**src/design/dri_pkg.sv**
```systemverilog
// Shared constants and types for the dual-rank DDR2 pin interface
package dri_pkg;
    localparam int DQ_W = 8;
    localparam int ADDR_W = 14;
    localparam int BA_W = 3;
    localparam int NBANK = 8;
    localparam int NRANK = 2;
    localparam int BURST = 4;
    localparam int BEAT_W = 2;
    localparam int NMR = 4;
    localparam int MR_SEL_W = 2;
    localparam int IDX_W = 1 + BA_W + BEAT_W;
    localparam int MEM_DEPTH = NRANK * NBANK * BURST;
    localparam int A10_POS = 10;
    localparam int EMR1_SEL = 1;
    localparam int STROBE_COMP_DISABLE_POS = 10;
    localparam int RDQS_EN_POS = 11;
    localparam logic [ADDR_W-1:0] MR_RST = 14'h0000;
    localparam logic [DQ_W-1:0] X4_LANES = 8'h0F;
    localparam logic [DQ_W-1:0] X8_LANES = 8'hFF;
    localparam int SYNC_W = 37;
    localparam logic [2:0] RD_LAT_CYC = 3'h4;
    localparam logic [2:0] WR_LAT_CYC = 3'h2;

    typedef enum logic [2:0]
    {
        CMD_LMR = 3'h0,
        CMD_REF = 3'h1,
        CMD_PRE = 3'h2,
        CMD_ACT = 3'h3,
        CMD_WR = 3'h4,
        CMD_RD = 3'h5,
        CMD_BST = 3'h6,
        CMD_NOP = 3'h7
    } dri_cmd_t;

    typedef enum logic [1:0]
    {
        ST_IDLE = 2'h0,
        ST_WAIT = 2'h1,
        ST_BURST = 2'h3
    } dri_state_t;
endpackage

```
**src/design/dri_beat_if.sv**
```systemverilog
// Burst request and pin-side data path between the top and the beat engine
`timescale 1ns/1ps
`default_nettype none
interface dri_beat_if;
    import dri_pkg::*;
    logic rd_go;
    logic wr_go;
    logic go_rank;
    logic [BA_W-1:0] go_bank;
    logic x8;
    logic diff_mode;
    logic rdqs_en;
    logic [DQ_W-1:0] dq_in;
    logic dm_in;
    logic dqs_in;
    logic cur_rank;
    logic mem_we;
    logic [IDX_W-1:0] mem_idx;
    logic [DQ_W-1:0] mem_wdata;
    logic [DQ_W-1:0] mem_rdata;
    logic [DQ_W-1:0] dq_out;
    logic dq_oe;
    logic dqs_out;
    logic dqs_n_oe;
    logic rdqs_oe;
    logic rdqs_n_oe;
    logic strobe_miss;
    logic busy;

    modport top
    (
        output rd_go, wr_go, go_rank, go_bank, x8, diff_mode, rdqs_en,
        output dq_in, dm_in, dqs_in, mem_rdata,
        input cur_rank, mem_we, mem_idx, mem_wdata, dq_out, dq_oe, dqs_out,
        input dqs_n_oe, rdqs_oe, rdqs_n_oe, strobe_miss, busy
    );
    modport beat
    (
        input rd_go, wr_go, go_rank, go_bank, x8, diff_mode, rdqs_en,
        input dq_in, dm_in, dqs_in, mem_rdata,
        output cur_rank, mem_we, mem_idx, mem_wdata, dq_out, dq_oe, dqs_out,
        output dqs_n_oe, rdqs_oe, rdqs_n_oe, strobe_miss, busy
    );
endinterface
`default_nettype wire

```
**src/design/dri_rank_dec.sv**
```systemverilog
// Command decoder, mode registers and bank state of one rank
`timescale 1ns/1ps
`default_nettype none
module dri_rank_dec
(
    // Clock and reset
    input wire logic clk_i,
    input wire logic nrst_i,
    // Synchronised command pins
    input wire logic cmd_phase_i,
    input wire logic cs_n_i,
    input wire logic cke_i,
    input wire logic odt_i,
    input wire dri_pkg::dri_cmd_t cmd_i,
    input wire logic [dri_pkg::ADDR_W-1:0] addr_i,
    input wire logic [dri_pkg::BA_W-1:0] ba_i,
    // Decoded requests and state
    output logic rd_req_o,
    output logic wr_req_o,
    output logic [dri_pkg::ADDR_W-1:0] emr1_o,
    output logic [dri_pkg::NBANK-1:0] bank_open_o,
    output logic term_on_o
);
    import dri_pkg::*;

    logic cke_ff;
    logic term_ff;
    logic accept;
    logic [ADDR_W-1:0] mr_ff [NMR];
    logic [NBANK-1:0] bank_open_ff;

    // Decoder only listens with chip select low and clock enabled
    assign accept = cmd_phase_i && !cs_n_i && cke_ff;

    always_ff @(posedge clk_i or negedge nrst_i)
    begin
        if (!nrst_i)
            cke_ff <= 1'b0;
        else if (cmd_phase_i)
            cke_ff <= cke_i;
    end

    always_ff @(posedge clk_i or negedge nrst_i)
    begin
        if (!nrst_i)
            term_ff <= 1'b0;
        else
            term_ff <= odt_i && cke_ff;
    end

    always_ff @(posedge clk_i or negedge nrst_i)
    begin
        if (!nrst_i)
        begin
            for (int i = 0; i < NMR; i++)
                mr_ff[i] <= MR_RST;
        end
        else if (accept && cmd_i == CMD_LMR)
            mr_ff[ba_i[MR_SEL_W-1:0]] <= addr_i;
    end

    always_ff @(posedge clk_i or negedge nrst_i)
    begin
        if (!nrst_i)
            bank_open_ff <= '0;
        else if (accept && cmd_i == CMD_ACT)
            bank_open_ff[ba_i] <= 1'b1;
        else if (accept && cmd_i == CMD_PRE)
        begin
            if (addr_i[A10_POS])
                bank_open_ff <= '0;
            else
                bank_open_ff[ba_i] <= 1'b0;
        end
    end

    // Accesses to a closed bank are dropped rather than faked
    assign rd_req_o = accept && cmd_i == CMD_RD && bank_open_ff[ba_i];
    assign wr_req_o = accept && cmd_i == CMD_WR && bank_open_ff[ba_i];
    assign emr1_o = mr_ff[EMR1_SEL];
    assign bank_open_o = bank_open_ff;
    assign term_on_o = term_ff;
endmodule
`default_nettype wire

```
**src/design/dri_beat.sv**
```systemverilog
// Four-beat burst engine: latency wait, strobe generation, write capture
`timescale 1ns/1ps
`default_nettype none
module dri_beat
(
    // Clock and reset
    input wire logic clk_i,
    input wire logic nrst_i,
    // Burst path
    dri_beat_if.beat bi
);
    import dri_pkg::*;

    dri_state_t state_ff;
    logic [2:0] cnt_ff;
    logic [BEAT_W-1:0] beat_ff;
    logic dir_rd_ff;
    logic rank_ff;
    logic [BA_W-1:0] bank_ff;
    logic [DQ_W-1:0] dq_ff;
    logic dq_oe_ff;
    logic dqs_ff;
    logic dqs_prev_ff;
    logic miss_ff;
    logic rdqs_active;
    logic masked;
    logic in_burst;
    logic [DQ_W-1:0] lanes;

    assign in_burst = state_ff == ST_BURST;
    assign lanes = bi.x8 ? X8_LANES : X4_LANES;
    assign rdqs_active = bi.x8 && bi.rdqs_en;
    // Shared ball is a mask only while the redundant strobe is off
    assign masked = !rdqs_active && bi.dm_in;

    // New requests while busy are refused; one burst at a time
    always_ff @(posedge clk_i or negedge nrst_i)
    begin
        if (!nrst_i)
        begin
            state_ff <= ST_IDLE;
            cnt_ff <= '0;
            beat_ff <= '0;
        end
        else
        begin
            unique case (state_ff)
                ST_IDLE:
                    if (bi.rd_go || bi.wr_go)
                    begin
                        state_ff <= ST_WAIT;
                        cnt_ff <= (bi.rd_go ? RD_LAT_CYC : WR_LAT_CYC) - 3'h1;
                    end
                ST_WAIT:
                    if (cnt_ff == '0)
                    begin
                        state_ff <= ST_BURST;
                        beat_ff <= '0;
                    end
                    else
                        cnt_ff <= cnt_ff - 3'h1;
                ST_BURST:
                begin
                    beat_ff <= beat_ff + 2'h1;
                    if (beat_ff == 2'(BURST - 1))
                        state_ff <= ST_IDLE;
                end
                default:
                    state_ff <= ST_IDLE;
            endcase
        end
    end

    always_ff @(posedge clk_i or negedge nrst_i)
    begin
        if (!nrst_i)
        begin
            dir_rd_ff <= 1'b0;
            rank_ff <= 1'b0;
            bank_ff <= '0;
        end
        else if (state_ff == ST_IDLE && (bi.rd_go || bi.wr_go))
        begin
            dir_rd_ff <= bi.rd_go;
            rank_ff <= bi.go_rank;
            bank_ff <= bi.go_bank;
        end
    end

    // Read drive: data and strobe launched by the same edge
    always_ff @(posedge clk_i or negedge nrst_i)
    begin
        if (!nrst_i)
        begin
            dq_ff <= '0;
            dq_oe_ff <= 1'b0;
            dqs_ff <= 1'b0;
        end
        else
        begin
            dq_oe_ff <= in_burst && dir_rd_ff;
            dq_ff <= (in_burst && dir_rd_ff) ? (bi.mem_rdata & lanes) : '0;
            dqs_ff <= in_burst && dir_rd_ff && !beat_ff[0];
        end
    end

    // Each write beat must see a strobe edge; the controller places it
    always_ff @(posedge clk_i or negedge nrst_i)
    begin
        if (!nrst_i)
        begin
            dqs_prev_ff <= 1'b0;
            miss_ff <= 1'b0;
        end
        else
        begin
            dqs_prev_ff <= bi.dqs_in;
            if (state_ff == ST_IDLE && bi.wr_go)
                miss_ff <= 1'b0;
            else if (in_burst && !dir_rd_ff && bi.dqs_in == dqs_prev_ff)
                miss_ff <= 1'b1;
        end
    end

    assign bi.cur_rank = rank_ff;
    assign bi.mem_idx = {rank_ff, bank_ff, beat_ff};
    assign bi.mem_we = in_burst && !dir_rd_ff && !masked;
    assign bi.mem_wdata = bi.dq_in & lanes;
    assign bi.dq_out = dq_ff;
    assign bi.dq_oe = dq_oe_ff;
    assign bi.dqs_out = dqs_ff;
    assign bi.dqs_n_oe = dq_oe_ff && bi.diff_mode;
    assign bi.rdqs_oe = dq_oe_ff && rdqs_active;
    assign bi.rdqs_n_oe = dq_oe_ff && rdqs_active && bi.diff_mode;
    assign bi.strobe_miss = miss_ff;
    assign bi.busy = state_ff != ST_IDLE;
endmodule
`default_nettype wire

```
**src/design/dri_top.sv**
```systemverilog
// Dual-rank DDR2 pin interface: two rank decoders sharing one data path
`timescale 1ns/1ps
`default_nettype none
module dri_top
(
    // Clock and reset
    input wire logic clk_i,
    input wire logic nrst_i,
    // Organisation strap
    input wire logic x8_org_i,
    // Command and address pins
    input wire logic [dri_pkg::NRANK-1:0] cs_n_i,
    input wire logic [dri_pkg::NRANK-1:0] cke_i,
    input wire logic [dri_pkg::NRANK-1:0] odt_i,
    input wire logic ras_n_i,
    input wire logic cas_n_i,
    input wire logic we_n_i,
    input wire logic [dri_pkg::ADDR_W-1:0] addr_i,
    input wire logic [dri_pkg::BA_W-1:0] ba_i,
    // Data pins
    input wire logic [dri_pkg::DQ_W-1:0] dq_i,
    output logic [dri_pkg::DQ_W-1:0] dq_o,
    output logic [dri_pkg::DQ_W-1:0] dq_oe_o,
    // Strobe pins
    input wire logic dqs_i,
    output logic dqs_o,
    output logic dqs_oe_o,
    output logic dqs_n_o,
    output logic dqs_n_oe_o,
    // Shared mask and redundant strobe balls
    input wire logic dm_rdqs_i,
    output logic rdqs_o,
    output logic rdqs_oe_o,
    output logic rdqs_n_o,
    output logic rdqs_n_oe_o,
    // Status
    output logic [dri_pkg::NRANK-1:0] term_on_o,
    output logic [dri_pkg::NRANK*dri_pkg::NBANK-1:0] bank_open_o,
    output logic burst_busy_o,
    output logic wr_strobe_miss_o
);
    import dri_pkg::*;

    dri_beat_if bi();

    logic [SYNC_W-1:0] raw;
    logic [SYNC_W-1:0] s1_ff;
    logic [SYNC_W-1:0] s2_ff;
    logic [NRANK-1:0] cs_n_s;
    logic [NRANK-1:0] cke_s;
    logic [NRANK-1:0] odt_s;
    dri_cmd_t cmd_s;
    logic [ADDR_W-1:0] addr_s;
    logic [BA_W-1:0] ba_s;
    logic [DQ_W-1:0] dq_s;
    logic dqs_s;
    logic dm_s;
    logic x8_s;
    logic phase_ff;
    logic [NRANK-1:0] rd_req;
    logic [NRANK-1:0] wr_req;
    logic [ADDR_W-1:0] emr1 [NRANK];
    logic [DQ_W-1:0] mem_ff [MEM_DEPTH];
    logic [ADDR_W-1:0] cur_emr;
    logic pick;

    // Every pin passes two flops before any decode
    // Command pins packed so bits 8:6 read RAS, CAS, WE in encoding order
    assign raw = {x8_org_i, dm_rdqs_i, dqs_i, dq_i, ba_i, addr_i,
                  ras_n_i, cas_n_i, we_n_i, odt_i, cke_i, cs_n_i};

    always_ff @(posedge clk_i or negedge nrst_i)
    begin
        if (!nrst_i)
        begin
            s1_ff <= '0;
            s2_ff <= '0;
        end
        else
        begin
            s1_ff <= raw;
            s2_ff <= s1_ff;
        end
    end

    // Address stops at bit 13; the two reserved balls feed nothing
    assign cs_n_s = s2_ff[1:0];
    assign cke_s = s2_ff[3:2];
    assign odt_s = s2_ff[5:4];
    assign cmd_s = dri_cmd_t'(s2_ff[8:6]);
    assign addr_s = s2_ff[22:9];
    assign ba_s = s2_ff[25:23];
    assign dq_s = s2_ff[33:26];
    assign dqs_s = s2_ff[34];
    assign dm_s = s2_ff[35];
    assign x8_s = s2_ff[36];

    // Two fast clocks per command clock: commands on one, beats on both
    always_ff @(posedge clk_i or negedge nrst_i)
    begin
        if (!nrst_i)
            phase_ff <= 1'b0;
        else
            phase_ff <= !phase_ff;
    end

    for (genvar r = 0; r < NRANK; r++)
    begin : g_rank
        dri_rank_dec u_rank
        (
            .clk_i(clk_i),
            .nrst_i(nrst_i),
            .cmd_phase_i(phase_ff),
            .cs_n_i(cs_n_s[r]),
            .cke_i(cke_s[r]),
            .odt_i(odt_s[r]),
            .cmd_i(cmd_s),
            .addr_i(addr_s),
            .ba_i(ba_s),
            .rd_req_o(rd_req[r]),
            .wr_req_o(wr_req[r]),
            .emr1_o(emr1[r]),
            .bank_open_o(bank_open_o[r*NBANK +: NBANK]),
            .term_on_o(term_on_o[r])
        );
    end

    // Both selected at once is legal only for same command; rank 0 wins the data path
    assign pick = !(rd_req[0] || wr_req[0]);
    assign bi.rd_go = |rd_req;
    assign bi.wr_go = |wr_req;
    assign bi.go_rank = pick;
    assign bi.go_bank = ba_s;
    assign bi.x8 = x8_s;
    assign bi.dq_in = dq_s;
    assign bi.dm_in = dm_s;
    assign bi.dqs_in = dqs_s;

    // Strobe modes follow the extended register of the rank in the burst
    assign cur_emr = emr1[bi.cur_rank];
    assign bi.diff_mode = !cur_emr[STROBE_COMP_DISABLE_POS];
    assign bi.rdqs_en = cur_emr[RDQS_EN_POS];

    dri_beat u_beat
    (
        .clk_i(clk_i),
        .nrst_i(nrst_i),
        .bi(bi)
    );

    // Flop storage stands in for the array: one word per rank, bank, beat
    always_ff @(posedge clk_i or negedge nrst_i)
    begin
        if (!nrst_i)
        begin
            for (int i = 0; i < MEM_DEPTH; i++)
                mem_ff[i] <= '0;
        end
        else if (bi.mem_we)
            mem_ff[bi.mem_idx] <= bi.mem_wdata;
    end

    assign bi.mem_rdata = mem_ff[bi.mem_idx];

    assign dq_o = bi.dq_out;
    assign dq_oe_o = {DQ_W{bi.dq_oe}} & (x8_s ? X8_LANES : X4_LANES);
    assign dqs_o = bi.dqs_out;
    assign dqs_oe_o = bi.dq_oe;
    assign dqs_n_o = !bi.dqs_out;
    assign dqs_n_oe_o = bi.dqs_n_oe;
    assign rdqs_o = bi.dqs_out;
    assign rdqs_oe_o = bi.rdqs_oe;
    assign rdqs_n_o = !bi.dqs_out;
    assign rdqs_n_oe_o = bi.rdqs_n_oe;
    assign burst_busy_o = bi.busy;
    assign wr_strobe_miss_o = bi.strobe_miss;
endmodule
`default_nettype wire

```
**config.mk**
```make
export PLATFORM = sky130hd
export DESIGN_NAME = dri_top
export DESIGN_NICKNAME = d
export VERILOG_FILES = /design/src/design/dri_pkg.sv /design/src/design/dri_beat_if.sv /design/src/design/dri_rank_dec.sv /design/src/design/dri_beat.sv /design/src/design/dri_top.sv
export SDC_FILE = /design/constraint.sdc
export NUM_CORES = 1
export LEC_CHECK = 0
export ABC_AREA = 1
export BUFFER_PORTS_ARGS = -buffer_cell sky130_fd_sc_hd__buf_2
export CAP_MARGIN = 10
export CORE_MARGIN = 2
export CORE_UTILIZATION = 59
export CTS_BUF_LIST = sky130_fd_sc_hd__clkbuf_8
export DETAILED_ROUTE_END_ITERATION = 12
export PLACE_DENSITY = 0.76
export SYNTH_ARGS = -nofsm -noshare
export SYNTH_HDL_FRONTEND = slang
export SYNTH_SLANG_ARGS = --single-unit
```
**constraint.sdc**
```tcl
create_clock -name clk_i -period 2.6 [get_ports clk_i]
set_clock_uncertainty 0.15 [all_clocks]
set_input_delay 0.13 -clock clk_i [delete_from_list [all_inputs] [get_ports clk_i]]
set_output_delay 0.13 -clock clk_i [all_outputs]
set_load 0.005 [all_outputs]
```
Word-level counts from Yosys, hierarchy flattened --
Index checks and enable logic that the tools add are counted.
Word-level totals: input bits 39, memory bits (read-only) 0, memory bits (writable) 0, latch bits 0, register bits 743, memories 0, logic and storage cells 225, output and inout bits 44
Operators by class: muxes and demuxes 39, magnitude comparators 7, shift-type cells 0, add/subtract/negate cells 3, divide/modulo/power cells 0, reductions and logical operators 61, bitwise operators 11, equal/unequal tests 12, multipliers 0
Operators by type and width (count):
- $bwmux 512 | 1
- $bwmux 56 | 2
- $mux 8 | 11
- $bmux 8 s6 | 1
- $demux 8 s6 | 1
- $and 8x8->8 | 5
- $mux 12 | 3
- $logic_and 1x1->1 | 35
- $demux 14 s2 | 1
- $or 8x8->8 | 2
- $mux 14 | 1
- $reduce_bool 2->1 | 6
- $logic_not 1->1 | 10
- $mux 3 | 3
- $mux 2 | 4
- $not 8->8 | 1
- $ge 7x7->1 const B | 1
- $lt 7x1->1 const B | 1
- $not 6->7 | 1
- $bmux 1 s3 | 2
- $eq 3x2->1 const B | 2
- $eq 3x3->1 const B | 2
- $logic_not 3->1 | 2
- $ne 2x2->1 const B | 3
- 23 further kinds | 32

Depth between registers and ports, before layout --
depth after elaboration 10, mapped depth 17, mapped depth without buffers 16

Modules after synthesis --
From an unflattened synthesis, not the netlist that was laid out.
Unflattened totals: cells, all modules 3841, area total of the unflattened synthesis 29844.9 um2
Modules (own cells, without submodules):
- dri_top | times used 1, cells an instance 3402, area an instance 26225.2 um2, seq. area each 14689.1 um2
- dri_rank_dec at g_rank[0].u_rank | times used 1, cells an instance 156, area an instance 1252.5 um2, seq. area each 600.6 um2
- dri_rank_dec at g_rank[1].u_rank | times used 1, cells an instance 154, area an instance 1214.9 um2, seq. area each 600.6 um2
- dri_beat | times used 1, cells an instance 129, area an instance 1152.4 um2, seq. area each 600.6 um2

Worst setup path after synthesis --
No wires, ideal clock.
path kind register -> register, from register u_beat.bank_ff[0], to register mem_ff[421] (netlist name), stages on the path, launching flop included 9, buffers on the path 2, path slack 0.572 ns, required time 2.317 ns, setup time 0.133 ns, data arrival time 1.745 ns, period minus slack after synthesis 2.028 ns, cells stage by stage dfrtp_1 -> inv_1 -> clkbuf_1 -> nand3_1 -> nor2_1 -> nand2_1 -> buf_2 -> nand2_1 -> o21ai_0
Between the ends: longest elaborated chain between the ends 6, elaborated cells between the ends (all ways) 7, those cells by class 2 x order compare; 3 x mux; 1 x bitwise; 1 x reduce/logical
Ends and longest elaborated chain:
- from (decl) | line dri_beat.sv:19 | logic [BA_W-1:0] bank_ff;
- from (signal assigned) | line dri_beat.sv:86 | bank_ff <= bi.go_bank;
- $not 6->7 (implied by the code) (*) | line dri_top.sv:160 | mem_ff[bi.mem_idx] <= bi.mem_wdata;
- $ge 7x7->1 (implied by the code) / $lt 7x1->1 (equally long branches) | line dri_top.sv:160
- $logic_and 1x1->1 (implied by the code) | line dri_top.sv:160
- $mux 8 (implied by the code) | line dri_top.sv:160
- $demux 8 s6 (*) | line dri_top.sv:160
- $bwmux 512 (*) | line dri_top.sv:160
- to (signal, indexed assignment) | line dri_top.sv:160
- to (decl) | line dri_top.sv:63 | logic [DQ_W-1:0] mem_ff [MEM_DEPTH];
Every way passes the cells marked *; elsewhere a longest branch is shown, timed or not. A chain may end at the register's enable or synchronous reset.

Worst setup path in the final report --
from register u_beat.beat_ff[0], to register u_beat.dq_ff[7] (netlist: u_beat.bi.dq_out[7])
Between the ends: longest elaborated chain between the ends 6
Ends and longest elaborated chain:
- from (decl) | line dri_beat.sv:16 | logic [BEAT_W-1:0] beat_ff;
- from (signal assigned) | line dri_beat.sv:64 | beat_ff <= beat_ff + 2'h1;
- $not 6->7 (implied by the code) | line dri_top.sv:163 | assign bi.mem_rdata = mem_ff[bi.mem_idx];
- $bmux 8 s6 | line dri_top.sv:163
- $mux 8 (implied by the code) (2 in series) | line dri_top.sv:163
- $and 8x8->8 | line dri_beat.sv:102 | dq_ff <= (in_burst && dir_rd_ff) ? (bi.mem_rdata & lanes) : '0;
- $mux 8 | line dri_beat.sv:102
- to (signal assigned) | line dri_beat.sv:102
- to (decl) | line dri_beat.sv:20 | logic [DQ_W-1:0] dq_ff;
No other way between the ends. The select of a mux whose other input is x is not followed.

==> results.yml <==
pwr:
  switching_share_pct: 32.2
  p_int_uw: 16200
  power.density_nw_per_um2: 775
  p_comb_share_pct: 19.5
  p_clk_share_pct: 36.4
  ir_drop_v: 0.000709
  p_leak_uw: 0.0145
  pwr-share-seq_pct: 44.1
  power_switching_uw: 7700
placement:
  numPortBuffers: 70
  gp_congestion: 0.867
  place_ws_ns: -0.396
  dp_cells: 3894
  place_hpwl_um: 45500
critical_path:
  crit_path_end_kind: "register"
  path_common_cell: "nand2_1"
  crit_family: "compound AO/OA/AOI/OAI gates"
  cp_max_fo: 35
  setup.worst_path.start: "u_beat.beat_ff[0]"
  crit_type: "reg2reg"
  crit_path_start_kind: "register"
  path_cells: "inv_6 > buf_4 > nand2_1 > nand2_1 > nand2_1 > a21oi_1 > o21ai_0 > nand2_1 > nor2_1 > a21oi_1"
  slowest_delay_ns: 0.57
  crit_required_ns: 3.05
  arrival_ns: 2.96
  slowest_stage: "dfrtp_4"
  crit-reg2reg-launch: "u_beat.beat_ff[0]"
  crit_buf_inv: 2
  rrSetupSlack_ns: 0.08
yosys:
  yosys-top-cells-area: "dfrtp_1 57%, nand2_1 20%, o21ai_0 12%"
  synth-edff-count: 0
  yosysWarnings: 0
  synthArstFlopShare_pct: 100
  syn_area_per_cell_um2: 8.01
  ys_types: 23
  ys.flop_type: "dfrtp_1"
  synth_cells: 3374
  yosysTopAreaCellShare_pct: 56.6
  synthesis.area_um2: 27000
  synth_nets: 3415
  ys_seq_area_share_pct: 56.6
  ys_ff_latch: 611
  synth_area_leader_cell: "dfrtp_1"
status:
  outcome: "finished, final reports clean"
sta:
  slew_headroom_pct: 50.9
  tightest_slew_ns: 0.736
  hold_violations: 0
  period_minus_slack_ns: 2.52
  fin_crit_sh_pct: 96.7
  drv_slew: 0
  max_freq_mhz: 398
  worst_slack_ns: 0.0850
  rsz0062_at_grt: "yes"
  setup_viol: 0
cts:
  cts.htree.levels: 3
  cts-buffers-inserted: 97
  path_clk_slew_ns: 0.06
  clockBufferDepth: 3
  cts_tree: "built"
  clock-root-buffer: "clkbuf_8"
  cts.sinks: 611
  clk_latency_ns: 0.71
cells_and_area:
  num_antenna_cells: 0
  fin_nets: 3487
  areaGrowthSynthToFinish_pct: 14.0
  stdcell_count: 4121
  drive_gt1_share_pct: 9.94
global_routing:
  grt_max_degree: 105
  grt_pass1_vias: 22700
  grt_use_total_pct: 32.3
  overflow: 0
  grt_pass1_wl_um: 121000
  antenna_found_initial: 0
floorplanning:
  dieArea_um2: 47500
  rows: 78
  chipHeight_um: 218
  ioPinCount: 83
  core_area_um2: 45300
  initial_core_util_pct: 59.7
  fp.dieW_um: 218
drt:
  viasPerCell: 5.72
  topRoutingLayerUsed: "met4"
  dr.first_iter.drc_count: 2622
  drc: 0
  vias: 23600
  final_antenna_net_count: 0
  drt_first_pass_iters: 5
  drt-total-wl_um: 75300
  wl_met3_um: 6970
  met2_length_um: 34200
  routedLengthMet1_um: 31300
  wl_per_cell_um: 18.3
min_path:
  min_from: "s1_ff[23]"
  hold_class: "reg2reg"
run:
  maxCapViolCount: 0
-- placed cells by master, fill, tap and decap left out, types with 8 or more instances in the layout --
master / synthesis / final
nand2_2: 0 / 21
a21oi_1: 173 / 173
buf_12: 0 / 28
o21ai_0: 661 / 661
inv_1: 121 / 138
nand4_1: 27 / 27
dlygate4sd3_1: 0 / 52
dfrtp_1: 611 / 608
nor3_2: 0 / 8
clkbuf_8: 0 / 125
nor2_1: 66 / 64
nand3_1: 23 / 23
buf_4: 11 / 51
buf_2: 74 / 69
nand2_1: 1427 / 1406
clkinv_2: 0 / 18
-- area by class of cell --
class / count / area (µm²)
sequential: 611 / 15300
fill: 3662 / 14500
clock inverter: 49 / 367
inverter: 125 / 477
timing repair buffer: 201 / 1820
tap: 600 / 751
multi-input combinational: 2410 / 10400
clock buffer: 125 / 1720
-- flip-flops by register name, indices dropped and copies added, names as in the netlist --
name / cells
g_rank.u_rank.bank_open_o: 16
g_rank.u_rank.cke_ff: 2
g_rank.u_rank.emr1_o: 4
g_rank.u_rank.term_on_o: 2
mem_ff: 512
phase_ff: 1
s1_ff: 25
s2_ff: 25
u_beat.bank_ff: 3
u_beat.beat_ff: 2
u_beat.bi.cur_rank: 1
u_beat.bi.dq_oe: 1
u_beat.bi.dq_out: 8
u_beat.bi.dqs_out: 1
u_beat.bi.strobe_miss: 1
u_beat.cnt_ff: 3
u_beat.dir_rd_ff: 1
u_beat.dqs_prev_ff: 1
u_beat.state_ff: 2
-- stage by stage --
step / hold slack, ns / TNS [ns] / cell area (µm²) / power, µW / util [%]
after floorplan: -0.316 / 0 / 27000 / 13200 / -
after global placement: -0.0582 / -22.66 / 28100 / 15000 / 62.1
after detailed placement: -0.0596 / -35.06 / 28100 / 15100 / 62.1
after CTS: 0.189 / 0 / 30800 / 23800 / 67.9
after global routing: 0.196 / -0.00184 / 30800 / 24800 / 68.1
final: 0.179 / 0 / 30800 / 23900 / 68.1
-- layer usage --
layer / up-vias / global-route usage (%)
met1: 11200 / 45.2
met4: 0 / 13.8
met2: 1179 / 49.9
met5: - / 0
met3: 196 / 6.26
li1: 11000 / -
-- worst paths after layout --
check / to / cells past startpoint
worst max-delay path: u_beat.bi.dq_out[7] / 10
worst min-delay path: s2_ff[23] / 0
worst max register to register: u_beat.bi.dq_out[7] / 10
worst min register to register: s2_ff[23] / 0
max in group asynchronous: u_beat.bi.dq_out[2] / 4
min in group asynchronous: mem_ff[133] / 4
-- power groups by stage --
| stage | combinational, µW | sequential [µW] | clock, µW |
|---|---|---|---|
| 4_1_cts | 4520 | 10500 | 8800 |
| 5_1_grt | 5060 | 10600 | 9200 |
| 3_3_place_gp | 4350 | 10600 | 0 |
| 3_5_place_dp | 4440 | 10700 | 0 |
| 6_report | 4660 | 10500 | 8700 |
| 2_1_floorplan | 2650 | 10500 | 0 |
-- cell families after synthesis --
group | after synthesis | share of synthesized area, %
buffers and inverters | 353 | 5.40
and+or+nand+nor | 1563 | 22.2
DFF | 611 | 56.6
xor gates and xnor gates | 1 | 0.0324
AOI/OAI and AO/OA | 844 | 15.7
adders and majority gates | 2 | 0.0926
-- synthesized netlist by cell type, types with 2 or more instances --
library cell / count
ha_1: 2
clkinv_1: 4
o21ai_0: 661
nand4_1: 27
inv_1: 121
nand3_1: 23
a21oi_1: 173
nand2_1: 1427
dfrtp_1: 611
buf_1: 24
or2_2: 5
buf_4: 11
nor3_1: 13
nor2_1: 66
buf_2: 74
clkbuf_1: 119
o22ai_1: 7
-- what timing repair did --
action	in CTS	in global routing
setup buffers	0	0
resized for setup	2	19
setup endpoints to repair	128	197
gates cloned	0	0
hold buffers	53	0
endpoints found under the hold margin	636	0
(Power assumes the default switching activity.)
